<file path="config.mk">
export PLATFORM = sky130hd
export DESIGN_NAME = instr_format_addr_decoder
export DESIGN_NICKNAME = d
export VERILOG_FILES = /design/src/hw/instr_decode_pkg.sv /design/src/hw/instr_format_addr_decoder.sv
export SDC_FILE = /design/constraint.sdc
export NUM_CORES = 1
export LEC_CHECK = 0
export BUFFER_PORTS_ARGS = -buffer_cell sky130_fd_sc_hd__buf_2
export CORE_ASPECT_RATIO = 1.2
export CORE_UTILIZATION = 47
export CTS_CLUSTER_DIAMETER = 40
export CTS_CLUSTER_SIZE = 28
export DETAILED_ROUTE_END_ITERATION = 6
export PLACE_DENSITY = 0.72
export SLEW_MARGIN = 20
export SYNTH_ARGS = -nofsm -noshare
export SYNTH_HDL_FRONTEND = slang
export SYNTH_SLANG_ARGS = --single-unit
</file>
<file path="constraint.sdc">
create_clock -name clk -period 16.06 [get_ports clk]
set_input_delay 3.212 -clock clk [delete_from_list [all_inputs] [get_ports clk]]
set_output_delay 3.212 -clock clk [all_outputs]
set_load 0.05 [all_outputs]
</file>
<file path="src/hw/instr_decode_pkg.sv">
/*
 Constants, field layout, opcode classes and forms, and execution
 times of the instruction format and address decoder.
 Assumes a 100 MHz core clock; bit 0 of a documented word is our bit 15.
*/
package instr_decode_pkg;
   typedef logic [15:0] word_t;
   typedef logic [3:0]  nib_t;

   localparam int CLK_NS   = 10;
   localparam int STEP_NS  = 267;
   localparam int STEP_CYC = (STEP_NS + CLK_NS - 1) / CLK_NS;

   localparam int T_0800_NS = 800;
   localparam int T_1600_NS = 1600;
   localparam int T_1870_NS = 1870;
   localparam int T_2130_NS = 2130;
   localparam int T_2400_NS = 2400;
   localparam int T_2930_NS = 2930;
   localparam int T_3470_NS = 3470;
   localparam int T_3830_NS = 3830;
   localparam int T_4270_NS = 4270;
   localparam int T_4800_NS = 4800;
   localparam int T_6130_NS = 6130;
   localparam int T_6670_NS = 6670;
   localparam int T_7200_NS = 7200;
   localparam int T_8800_NS = 8800;
   localparam int T_9330_NS = 9330;
   localparam int T_9870_NS = 9870;
   localparam int T_WORD_NS = 800;

   localparam word_t PC_RST     = 16'h0000;
   localparam nib_t  SDISP_REG  = 4'h1;
   localparam int    MAX_WORDS  = 8;

   typedef enum logic [3:0] {
      C_LOAD = 4'h0, C_STORE = 4'h1, C_LFILE = 4'h2, C_SFILE = 4'h3,
      C_LBYTE = 4'h4, C_SBYTE = 4'h5, C_MOVE = 4'h6, C_ADDM = 4'h7,
      C_ADD2M = 4'h8, C_DADD = 4'h9, C_SUB = 4'hA, C_MUL = 4'hB,
      C_DIV = 4'hC, C_CMP = 4'hD, C_MOVCO = 4'hE, C_NEG = 4'hF
   } cls_t;

   typedef enum logic [3:0] {
      F_DIR = 4'h0, F_IMM = 4'h1, F_SDS = 4'h2, F_SIX = 4'h3,
      F_RR = 4'h4, F_RRB = 4'h5, F_DIRB = 4'h6, F_SDSB = 4'h7,
      F_SIXB = 4'h8
   } form_t;

   function automatic logic [5:0] to_steps(input int ns);
      return 6'((2 * ns + STEP_NS) / (2 * STEP_NS));
   endfunction
endpackage

</file>
<file path="src/hw/instr_format_addr_decoder.sv">
/*
 Instruction format and operand address decoder with execution timer.
 Assumes memory, register file and datapath share this clock and
 answer in the same domain; the decoder holds mem_req until mem_ack.
*/
`timescale 1ns/1ps
module instr_format_addr_decoder #(
   parameter int FILE_MAX = instr_decode_pkg::MAX_WORDS
) (
   input  wire logic                    clk,
   input  wire logic                    rst_b,
   input  wire logic                    start,
   input  wire logic                    pc_load,
   input  wire instr_decode_pkg::word_t pc_load_val,
   input  wire logic                    mem_ack,
   input  wire instr_decode_pkg::word_t mem_rdata,
   input  wire instr_decode_pkg::word_t reg_rd_data,
   input  wire logic                    result_nz,
   input  wire instr_decode_pkg::word_t branch_target,
   input  wire instr_decode_pkg::nib_t  file_words,
   output logic                         mem_req,
   output instr_decode_pkg::word_t      mem_addr_q,
   output instr_decode_pkg::nib_t       reg_rd_sel_q,
   output logic                         busy,
   output logic                         done,
   output logic [7:0]                   opcode_q,
   output instr_decode_pkg::nib_t       field_a_q,
   output instr_decode_pkg::nib_t       field_b_q,
   output instr_decode_pkg::word_t      oper_addr_q,
   output instr_decode_pkg::word_t      pc_q,
   output instr_decode_pkg::nib_t       word_count_q,
   output logic [1:0]                   byte_en_q,
   output logic                         illegal_q,
   output logic                         wr_reg_q,
   output logic                         wr_mem_q,
   output logic                         cond_upd_q,
   output logic                         clear_ovf_q,
   output logic                         branch_taken_q
);
   import instr_decode_pkg::*;

   generate
      if (FILE_MAX < 1 || FILE_MAX > MAX_WORDS) begin : g_bad
         $error("FILE_MAX must lie in 1..8");
      end
   endgenerate

   typedef enum logic [2:0] {
      S_IDLE  = 3'b000,
      S_FETCH = 3'b001,
      S_DEC   = 3'b010,
      S_EXT   = 3'b011,
      S_IND   = 3'b100,
      S_EXEC  = 3'b101,
      S_DONE  = 3'b110
   } state_t;

   state_t      state_q;
   logic [15:0] elapsed_q;
   cls_t        cls;
   form_t       frm;
   form_t       in_frm;
   logic [6:0]  lk;
   logic        legal, is_dir, is_br, is_file;
   logic [3:0]  words;
   logic [5:0]  extra;
   logic [6:0]  need_steps;
   logic [15:0] need_cyc;
   logic        fetch_ok, ext_ok, ind_ok, fin, dec_go;
   logic [2:0]  idx_sel;
   word_t       idx_sum;

   // Time table per class and form; bit 6 marks a legal pairing
   function automatic logic [6:0] lookup(input cls_t c, input form_t f);
      logic       short_f;
      logic [5:0] s;
      logic       ok;
      short_f = (f == F_SDS) || (f == F_SIX);
      s  = 6'h00;
      ok = 1'b1;
      case (c)
         C_LOAD, C_STORE: begin
            if (f == F_DIR) s = to_steps(T_2400_NS);
            else if (f == F_IMM) s = to_steps(T_1600_NS);
            else if (short_f) s = to_steps(T_1870_NS);
            else ok = 1'b0;
         end
         C_LFILE: begin
            if (f == F_DIR) s = to_steps(T_2930_NS);
            else if (short_f) s = to_steps(T_2400_NS);
            else ok = 1'b0;
         end
         C_SFILE: begin
            if (f == F_DIR || short_f) s = to_steps(T_1870_NS);
            else ok = 1'b0;
         end
         C_LBYTE: begin
            if (f == F_SIX) s = to_steps(T_2130_NS);
            else ok = 1'b0;
         end
         C_SBYTE: begin
            if (f == F_SIX) s = to_steps(T_2400_NS);
            else ok = 1'b0;
         end
         C_MOVE, C_NEG: begin
            if (f == F_RR) s = to_steps(T_0800_NS);
            else if (f == F_RRB) s = to_steps(T_1600_NS);
            else ok = 1'b0;
         end
         C_ADDM: begin
            if (f == F_DIR) s = to_steps(T_2400_NS);
            else if (f == F_IMM) s = to_steps(T_1600_NS);
            else if (short_f) s = to_steps(T_1870_NS);
            else if (f == F_RR) s = to_steps(T_0800_NS);
            else if (f == F_RRB) s = to_steps(T_1600_NS);
            else ok = 1'b0;
         end
         C_ADD2M: begin
            if (f == F_DIR) s = to_steps(T_3470_NS);
            else if (short_f) s = to_steps(T_2930_NS);
            else if (f == F_DIRB) s = to_steps(T_4270_NS);
            else if (f == F_SDSB || f == F_SIXB) s = to_steps(T_3830_NS);
            else ok = 1'b0;
         end
         C_DADD: begin
            if (f == F_RR) s = to_steps(T_1600_NS);
            else ok = 1'b0;
         end
         C_SUB: begin
            if (f == F_DIR) s = to_steps(T_2400_NS);
            else if (f == F_IMM || f == F_SDS) s = to_steps(T_1600_NS);
            else if (f == F_SIX) s = to_steps(T_1870_NS);
            else if (f == F_RR) s = to_steps(T_0800_NS);
            else if (f == F_RRB) s = to_steps(T_1600_NS);
            else ok = 1'b0;
         end
         C_MUL: begin
            if (f == F_DIR) s = to_steps(T_7200_NS);
            else if (short_f) s = to_steps(T_6670_NS);
            else if (f == F_RR) s = to_steps(T_6130_NS);
            else ok = 1'b0;
         end
         C_DIV: begin
            if (f == F_DIR) s = to_steps(T_9870_NS);
            else if (short_f) s = to_steps(T_9330_NS);
            else if (f == F_RR) s = to_steps(T_8800_NS);
            else ok = 1'b0;
         end
         C_CMP: begin
            if (f == F_DIR) s = to_steps(T_4800_NS);
            else if (short_f) s = to_steps(T_4270_NS);
            else ok = 1'b0;
         end
         C_MOVCO: begin
            if (f == F_RR) s = to_steps(T_0800_NS);
            else ok = 1'b0;
         end
         default: ok = 1'b0;
      endcase
      return {ok, s};
   endfunction

   assign cls     = cls_t'(opcode_q[7:4]);
   assign frm     = form_t'(opcode_q[3:0]);
   assign in_frm  = form_t'(mem_rdata[11:8]);
   assign lk      = lookup(cls, frm);
   assign legal   = lk[6];
   assign is_dir  = (frm == F_DIR) || (frm == F_DIRB);
   assign is_br   = (frm == F_RRB) || (frm == F_DIRB) ||
                    (frm == F_SDSB) || (frm == F_SIXB);
   assign is_file = (cls == C_LFILE) || (cls == C_SFILE);
   assign idx_sel = field_b_q[2:0];

   // Word counts outside 1..FILE_MAX are clamped rather than refused
   assign words = (file_words == 4'h0) ? 4'h1 :
                  (file_words > 4'(FILE_MAX)) ? 4'(FILE_MAX) : file_words;
   assign extra = is_file ?
                  6'((words - 4'h1) * to_steps(T_WORD_NS)) : 6'h00;
   assign need_steps = {1'b0, lk[5:0]} + {1'b0, extra};
   assign need_cyc   = 16'(need_steps * STEP_CYC);

   assign fetch_ok = (state_q == S_FETCH) && mem_ack;
   assign ext_ok   = (state_q == S_EXT) && mem_ack;
   assign ind_ok   = (state_q == S_IND) && mem_ack;
   assign dec_go   = (state_q == S_DEC) && legal;
   // Finish only once the step count is spent and addressing is over
   assign fin      = (state_q == S_EXEC) && (elapsed_q >= need_cyc - 16'h0001);

   // Index zero adds nothing
   assign idx_sum = mem_rdata + ((idx_sel != 3'h0) ? reg_rd_data : 16'h0000);

   assign mem_req = (state_q == S_FETCH) || (state_q == S_EXT) || (state_q == S_IND);
   assign busy    = (state_q != S_IDLE);
   assign done    = (state_q == S_DONE);

   always_ff @(posedge clk or negedge rst_b) begin
      if (!rst_b) begin
         state_q <= S_IDLE;
      end else begin
         case (state_q)
            S_IDLE:  if (start) state_q <= S_FETCH;
            S_FETCH: if (mem_ack) state_q <= S_DEC;
            S_DEC: begin
               if (!legal) state_q <= S_DONE;
               else if (is_dir) state_q <= S_EXT;
               else state_q <= S_EXEC;
            end
            S_EXT:   if (mem_ack) state_q <= field_b_q[3] ? S_IND : S_EXEC;
            S_IND:   if (mem_ack) state_q <= S_EXEC;
            S_EXEC:  if (fin) state_q <= S_DONE;
            S_DONE:  state_q <= S_IDLE;
            default: state_q <= S_IDLE;
         endcase
      end
   end

   always_ff @(posedge clk or negedge rst_b) begin
      if (!rst_b) begin
         pc_q <= PC_RST;
      end else if (state_q == S_IDLE && pc_load) begin
         pc_q <= pc_load_val;
      end else if (fetch_ok || ext_ok) begin
         pc_q <= pc_q + 16'h0001;
      end else if (dec_go && frm == F_IMM) begin
         pc_q <= pc_q + 16'h0001;
      end else if (fin && is_br && result_nz) begin
         pc_q <= branch_target;
      end
   end

   always_ff @(posedge clk or negedge rst_b) begin
      if (!rst_b) begin
         elapsed_q <= 16'h0000;
      end else if (state_q == S_IDLE) begin
         elapsed_q <= start ? 16'h0001 : 16'h0000;
      end else if (elapsed_q != 16'hFFFF) begin
         elapsed_q <= elapsed_q + 16'h0001;
      end
   end

   // Fields, register selection and operand address
   always_ff @(posedge clk or negedge rst_b) begin
      if (!rst_b) begin
         opcode_q     <= 8'h00;
         field_a_q    <= 4'h0;
         field_b_q    <= 4'h0;
         mem_addr_q   <= 16'h0000;
         reg_rd_sel_q <= 4'h0;
         oper_addr_q  <= 16'h0000;
         byte_en_q    <= 2'h3;
         word_count_q <= 4'h0;
      end else begin
         if (state_q == S_IDLE && start) mem_addr_q <= pc_q;
         if (fetch_ok) begin
            opcode_q  <= mem_rdata[15:8];
            field_a_q <= mem_rdata[7:4];
            field_b_q <= mem_rdata[3:0];
            byte_en_q <= 2'h3;
            if (in_frm == F_SDS || in_frm == F_SDSB) reg_rd_sel_q <= SDISP_REG;
            else reg_rd_sel_q <= mem_rdata[3:0];
         end
         if (dec_go) begin
            word_count_q <= is_file ? words : 4'h1;
            case (frm)
               F_DIR, F_DIRB: begin
                  mem_addr_q   <= pc_q;
                  reg_rd_sel_q <= {1'b0, idx_sel};
               end
               F_IMM: oper_addr_q <= pc_q;
               F_SDS, F_SDSB: oper_addr_q <= reg_rd_data + {12'h000, field_b_q};
               F_SIX, F_SIXB: begin
                  if (cls == C_LBYTE || cls == C_SBYTE) begin
                     // Register holds a byte address; bit 0 picks the lane
                     oper_addr_q <= {1'b0, reg_rd_data[15:1]};
                     byte_en_q   <= reg_rd_data[0] ? 2'h1 : 2'h2;
                  end else begin
                     oper_addr_q <= reg_rd_data;
                  end
               end
               default: oper_addr_q <= oper_addr_q;
            endcase
         end
         if (ext_ok) begin
            // Indexing is applied before any indirection
            oper_addr_q <= idx_sum;
            mem_addr_q  <= idx_sum;
         end
         if (ind_ok) oper_addr_q <= mem_rdata;
      end
   end

   // Completion qualifiers, each a pulse alongside done
   always_ff @(posedge clk or negedge rst_b) begin
      if (!rst_b) begin
         illegal_q      <= 1'b0;
         wr_reg_q       <= 1'b0;
         wr_mem_q       <= 1'b0;
         cond_upd_q     <= 1'b0;
         clear_ovf_q    <= 1'b0;
         branch_taken_q <= 1'b0;
      end else begin
         illegal_q      <= (state_q == S_DEC) && !legal;
         wr_reg_q       <= fin && !(cls inside {C_STORE, C_SFILE, C_SBYTE, C_ADD2M, C_CMP});
         wr_mem_q       <= fin && (cls inside {C_STORE, C_SFILE, C_SBYTE, C_ADD2M});
         cond_upd_q     <= fin && (cls == C_CMP);
         clear_ovf_q    <= fin && (cls == C_MOVCO);
         branch_taken_q <= fin && is_br && result_nz;
      end
   end
endmodule

</file>
==> results of run 1 <==
## per-stage QoR
stage | setup WS [ns] | total power, mW | instances | hold WS [ns] | instance area [sq um]
after floorplan | 5.809 | 0.3110 | 1121 | 0.5219 | 9258
after detailed placement | 4.625 | 0.3434 | 1492 | 0.4574 | 10230
final | 4.941 | 0.5709 | 1509 | 0.4782 | 10550
after global placement | 4.886 | 0.3421 | 1492 | 0.4553 | 10230
after CTS | 5.006 | 0.5736 | 1508 | 0.4821 | 10540
after global routing | 4.359 | 0.5902 | 1508 | 0.5014 | 10550
## metal layers
| metal | up-vias | routed length [um] |
|---|---|---|
| li1 | 4267 | - |
| met1 | 4251 | 11030 |
| met2 | 342 | 13540 |
| met3 | 79 | 1640 |
| met4 | 2 | 1219 |
| met5 | - | 10 |
## worst max-delay path: cells and delay by family
| family | cells | cell delay [ns] |
|---|---|---|
| AOI/OAI and AO/OA | 13 | 2.28 |
| xor gates and xnor gates | 3 | 0.85 |
| adders and majority gates | 8 | 3.07 |
| buffers and inverters | 4 | 0.32 |
| and+or+nand+nor | 5 | 1.65 |
## power by group through the flow
stage | combinational [mW] | sequential (mW) | clock [mW]
6_report | 0.0798 | 0.259 | 0.232
5_1_grt | 0.0861 | 0.260 | 0.244
4_1_cts | 0.0799 | 0.259 | 0.235
3_5_place_dp | 0.0796 | 0.264 | 0
3_3_place_gp | 0.0784 | 0.264 | 0
2_1_floorplan | 0.0267 | 0.284 | 0
## cell type report
cell class / count / area [sq um]
fillers: 1829 / 8509
multi-input cells: 880 / 6231
flip-flops and latches: 99 / 2480
repair buffers: 169 / 880.8
inverters: 88 / 330.3
well taps: 256 / 320.3
clock buffers: 9 / 225.2
clock inverters: 7 / 82.58
diodes: 1 / 2.502
## placed cells by master (no fill, tap or decap), types with 10 or more instances in the layout
cell,synthesis,routed
a211oi_1,14,14
mux2i_1,41,41
nor2b_1,31,31
nor3_1,25,24
inv_1,86,86
o21ai_2,12,12
a21o_1,13,13
nand2_1,98,98
nand3_1,34,34
buf_2,21,155
nand2b_1,18,18
dfrtp_1,97,97
xor2_1,26,26
buf_4,2,14
o21ai_0,66,65
fa_1,15,15
a31oi_1,12,12
o21bai_1,10,10
a21oi_1,81,81
xnor2_1,40,40
nand4_1,13,13
ha_1,74,74
a22oi_1,21,21
nor2_1,78,77
## final timing paths
check | startpoint | depth (start not counted) | slack, ns | end
min in group asynchronous | rst_b | 1 | 2.88 | oper_addr_q[9]
setup reg to reg | opcode_q[6] | 36 | 6.52 | pc_q[1]
hold / removal | word_count_q[0] | 2 | 0.48 | word_count_q[0]
hold reg to reg | word_count_q[0] | 2 | 0.48 | word_count_q[0]
setup / recovery | file_words[3] | 33 | 4.94 | pc_q[1]
max in group asynchronous | rst_b | 2 | 12.07 | oper_addr_q[12]
## kinds of logic after synthesis
kind of cell,after synthesis,share of synthesized area (%)
compound gates,321,23.22
buf+inv,142,6.222
fa+ha+maj,89,13.26
simple gates,353,18.91
xor+xnor,66,6.249
other cells,1,0.04054
mux,48,5.289
flops,99,26.81
## flip-flops by register name, summed over array words and instances (netlist names), 4 cells and up
register and cells:
elapsed_q 16, field_a_q 4, field_b_q 4, mem_addr_q 16
opcode_q 8, oper_addr_q 16, pc_q 16, reg_rd_sel_q 4
word_count_q 4
==> flow_summary.json, run 1 <==
{
  "outcome": "finished clean",
  "synth_area_sq_um": 9250,
  "root_buffer": "clkbuf_16",
  "portBuffers": 156,
  "min_period_ns": 11.12,
  "drcViolationCount": 0,
  "max_freq_mhz": 89.94,
  "syn_inst": 1119,
  "drt_pass1_iterations": 5,
  "grt_pass1_vias": 8558,
  "ir_drop_v": 0.00004973,
  "synth_commonest_cells": "nand2_1, dfrtp_1, inv_1, a21oi_1, nor2_1",
  "vias_per_cell": 5.925,
  "avgRoutedWirePerCell_um": 18.18,
  "p_switching_uw": 176.0,
  "numCtsBuffers": 9,
  "ys_seq_elements": 99,
  "initial_utilization_pct": 48.53,
  "area_growth_pct": 14.08,
  "worst_path_largest_cell_delay_ns": 0.88,
  "core-area_sq_um": 19060,
  "hold_class": "reg -> reg",
  "synth_area_per_cell_sq_um": 8.266,
  "ys_warn_count": 0,
  "start_kind": "primary input",
  "finalSetupViolCount": 0,
  "ys_seq_area_share_pct": 26.81,
  "drive_above_1_share_pct": 18.05,
  "postCtsSetupBuffers": 0,
  "synth-async-reset-ratio_pct": 100.0,
  "nets": 1410,
  "tightest_slew_ns": 1.167,
  "post-route-period-util_pct": 69.23,
  "synth_top_area_cell": "dfrtp_1",
  "ant_nets": 0,
  "ys.flop_type": "dfrtp_1",
  "endpoint_kind": "flip-flop",
  "clock_skew_ns": 0.01733,
  "num_vias": 8941,
  "use_met2_pct": 47.59,
  "cts_max_level": 3,
  "synth_cell_types": 87,
  "cts_tree": "done",
  "path_class": "in -> reg",
  "maxCapViolations": 0,
  "seqPwrFrac_pct": 45.4,
  "comb_power_share_pct": 14.0,
  "hold_buffers": 0,
  "worstSkewPairLatency_ns": 0.37,
  "die_w_um": 130.1,
  "setup_tns_ns": 0,
  "slowest_stage": "nor4b_4",
  "top_usage_layer": "met2",
  "ioPinCount": 157,
  "dieArea_sq_um": 20250,
  "finalMaxSlewViolations": 0,
  "dpl.hpwl_mm": 20.88,
  "yosys.cell_count.top_type": "nand2_1",
  "gp_congestion": 0.9507,
  "clock_path_buffers": 2,
  "wl_mm": 27.44,
  "drt-initial-drc-count": 644,
  "worstPathMaxFanout": 19,
  "rows": 55,
  "synth_area_leaders": "dfrtp_1, ha_1, mux2i_1",
  "die_h_um": 155.7,
  "clkTransAtPathRegs_ns": 0.08,
  "p_clk_share_pct": 40.6,
  "antenna_found_initial": 1,
  "grt_pass1_wl_mm": 43.48,
  "rsz0062_at_grt": "no",
  "p_per_area_nw_per_um2": 54.10,
  "cts_resized": 0,
  "critPathArrivalTime_ns": 11.40,
  "required_ns": 16.34,
  "met1_usage_pct": 33.37,
  "leakage_nw": 4.973,
  "synth-edff-count": 0,
  "gr-usage-all-layers_pct": 27.69,
  "internal_power_uw": 394.9,
  "fin_util_pct": 55.36,
  "yosys.area.top_type_share_pct": 26.24,
  "sw_frac_of_total_pct": 30.83,
  "cts.sinks": 99,
  "hold_viol_final": 0,
  "met3_usage_pct": 4.012,
  "grt_remaining_overflow": 0,
  "relSlewSlack_pct": 21.87,
  "grt_start_max_net_pins": 53
}
(Power assumes the default switching activity.)
==> run 2, diff against run 1 <==
--- a/config.mk
+++ b/config.mk
@@ -5,13 +5,14 @@
 export SDC_FILE = /design/constraint.sdc
 export NUM_CORES = 1
 export LEC_CHECK = 0
+export ABC_AREA = 1
 export BUFFER_PORTS_ARGS = -buffer_cell sky130_fd_sc_hd__buf_2
 export CORE_ASPECT_RATIO = 1.2
 export CORE_UTILIZATION = 47
 export CTS_CLUSTER_DIAMETER = 40
 export CTS_CLUSTER_SIZE = 28
 export DETAILED_ROUTE_END_ITERATION = 6
-export PLACE_DENSITY = 0.72
+export PLACE_DENSITY = 0.74
 export SLEW_MARGIN = 20
 export SYNTH_ARGS = -nofsm -noshare
 export SYNTH_HDL_FRONTEND = slang
==> constraint.sdc (replaced) <==
create_clock -name clk -period 9.44 [get_ports clk]
set_input_delay 1.888 -clock clk [delete_from_list [all_inputs] [get_ports clk]]
set_output_delay 1.888 -clock clk [all_outputs]
set_load 0.05 [all_outputs]
==> flow_summary.json, run 2 <==
{
  "crit_top_cell": "nand2_1",
  "syn_inst": 1354,
  "synth_area_per_cell_sq_um": 6.814,
  "ys_seq_area_share_pct": 26.88,
  "gr-usage-all-layers_pct": 29.06,
  "gp_congestion": 0.9758,
  "hold_buffers": 0,
  "finalSetupViolCount": 0,
  "drt_pass1_iterations": 5,
  "synth_cell_types": 57,
  "vias_per_cell": 5.524,
  "portBuffers": 156,
  "synth_commonest_cells": "nand2_1, inv_1, nand3_1, nor2_1, dfrtp_1",
  "seq_area_sq_um": 2480,
  "start_kind": "primary input",
  "ys.flop_type": "dfrtp_1",
  "cts_max_level": 3,
  "hold_viol_final": 0,
  "finalMaxSlewViolations": 0,
  "worstPathMaxFanout": 16,
  "cts_tree": "done",
  "numCtsBuffers": 9,
  "multi_input_area_sq_um": 5856,
  "critical_path.top_delay_family": "adder cells",
  "max_freq_mhz": 114.3,
  "fill_cells": 1868,
  "root_buffer": "clkbuf_16",
  "grt_remaining_overflow": 0,
  "relSlewSlack_pct": 26.62,
  "initial_utilization_pct": 48.40,
  "synth-async-reset-ratio_pct": 100.0,
  "die_w_um": 129.9,
  "wl_mm": 28.56,
  "dpl.hpwl_mm": 22.67,
  "post-route-period-util_pct": 92.67,
  "grt_start_max_net_pins": 54,
  "synth-edff-count": 0,
  "grt_pass1_wl_mm": 45.42,
  "endpoint_kind": "flip-flop",
  "outcome": "finished clean",
  "required_ns": 9.69,
  "tightest_slew_ns": 1.091,
  "dieArea_sq_um": 20200,
  "drcViolationCount": 0,
  "rsz0062_at_grt": "no",
  "ys_seq_elements": 99,
  "final_cell_mix": "nand2_1, inv_1, buf_2, nand3_1, nor2_1",
  "critPathArrivalTime_ns": 8.99,
  "ioPinCount": 157,
  "synth_area_leaders": "dfrtp_1, nand2_1, ha_1",
  "antenna_found_initial": 2,
  "rows": 55,
  "ant_nets": 0,
  "worstSkewPairLatency_ns": 0.36,
  "drive_above_1_share_pct": 15.41,
  "num_vias": 9744,
  "layout_commonest_cell": "nand2_1",
  "die_h_um": 155.5,
  "area_growth_pct": 14.82,
  "nets": 1664,
  "worst_path_largest_cell_delay_ns": 0.53,
  "clkTransAtPathRegs_ns": 0.07,
  "yosys.cell_count.top_type": "nand2_1",
  "drt-initial-drc-count": 658,
  "yosys.area.top_type_share_pct": 26.31,
  "cts.sinks": 99,
  "setup_tns_ns": 0,
  "avgRoutedWirePerCell_um": 16.19,
  "synth_area_sq_um": 9226,
  "grt_pass1_vias": 9179,
  "min_period_ns": 8.748,
  "path_class": "in -> reg",
  "clock_path_buffers": 2,
  "slowest_stage": "fa_1",
  "maxCapViolations": 0,
  "crit_buf_inv": 7,
  "hold_class": "reg -> reg",
  "synth_top_area_cell": "dfrtp_1",
  "ys_warn_count": 0,
  "clock_skew_ns": 0.01045,
  "core-area_sq_um": 19060
}
## run 2: final cells by class
class | instances | share of cell area, %
Timing Repair Buffer | 167 | 8.173
Sequential cell | 99 | 23.41
Inverter | 198 | 7.015
Tap cell | 256 | 3.024
Clock inverter | 7 | 0.9330
Antenna cell | 2 | 0.04724
Multi-Input combinational cell | 1026 | 55.27
Clock buffer | 9 | 2.126
## run 2: metrics by stage
stage | area, sq um | util [%] | setup slack [ns] | hold slack [ns] | std cells
floorplan | 9234 | - | 0.8445 | 0.4606 | 1356
global placement | 10240 | 53.73 | 0.4248 | 0.4551 | 1745
detailed placement | 10240 | 53.73 | 0.07276 | 0.4600 | 1745
CTS | 10570 | 55.43 | 0.4247 | 0.4789 | 1761
global route | 10590 | 55.58 | 0.008609 | 0.5053 | 1764
finish | 10590 | 55.58 | 0.6920 | 0.4744 | 1764
## run 2: routing by layer
metal	track usage (%)	wire length, um	part of all wire (%)
met5	0	0	0
met2	50.73	14300	50
met4	13.68	1218	4.3
met1	35.10	11490	40
met3	3.748	1553	5.4
## run 2: path summary, 6_finish.rpt
path | depth (start not counted) | start | end | slack [ns]
worst min register to register | 2 | oper_addr_q[10] | oper_addr_q[10] | 0.47
max in group asynchronous | 2 | rst_b | pc_q[5] | 6.77
min in group asynchronous | 1 | rst_b | word_count_q[1] | 1.53
worst max register to register | 46 | opcode_q[3] | pc_q[4] | 1.21
worst max-delay path | 42 | file_words[2] | pc_q[4] | 0.69
worst min-delay path | 2 | oper_addr_q[10] | oper_addr_q[10] | 0.47
## run 2: logic make-up (layout without fill, tap and decap cells)
| logic type | after synthesis | after routing | share of synthesized area [%] |
|---|---|---|---|
| and+or+nand+nor | 635 | 635 | 30.44 |
| other | 1 | 5 | 0.04064 |
| buffers and inverters | 231 | 381 | 9.900 |
| xor gates and xnor gates | 26 | 26 | 2.468 |
| adders and majority gates | 89 | 89 | 13.29 |
| DFF | 99 | 99 | 26.88 |
| AOI/OAI and AO/OA | 273 | 273 | 16.98 |
## run 2: worst register-to-register path, delay by kind of cell (launching register included)
| kind | cells | cell delay (ns) |
|---|---|---|
| AND/OR/NAND/NOR | 19 | 2.53 |
| adder cells (fa/ha/maj) | 6 | 2.32 |
| AO/OA/AOI/OAI | 10 | 1.45 |
| buffers and inverters | 9 | 1.06 |
| flip-flops | 1 | 0.43 |
| XOR/XNOR | 2 | 0.34 |
## run 2: what timing repair did
item	in CTS	in global routing
setup endpoints to repair	0	21
gates resized for setup	0	2
buffers inserted	0	1
Power of run 2 is not shown: default switching activity piles up to over one toggle a cycle in this logic, so the estimate is an artifact.
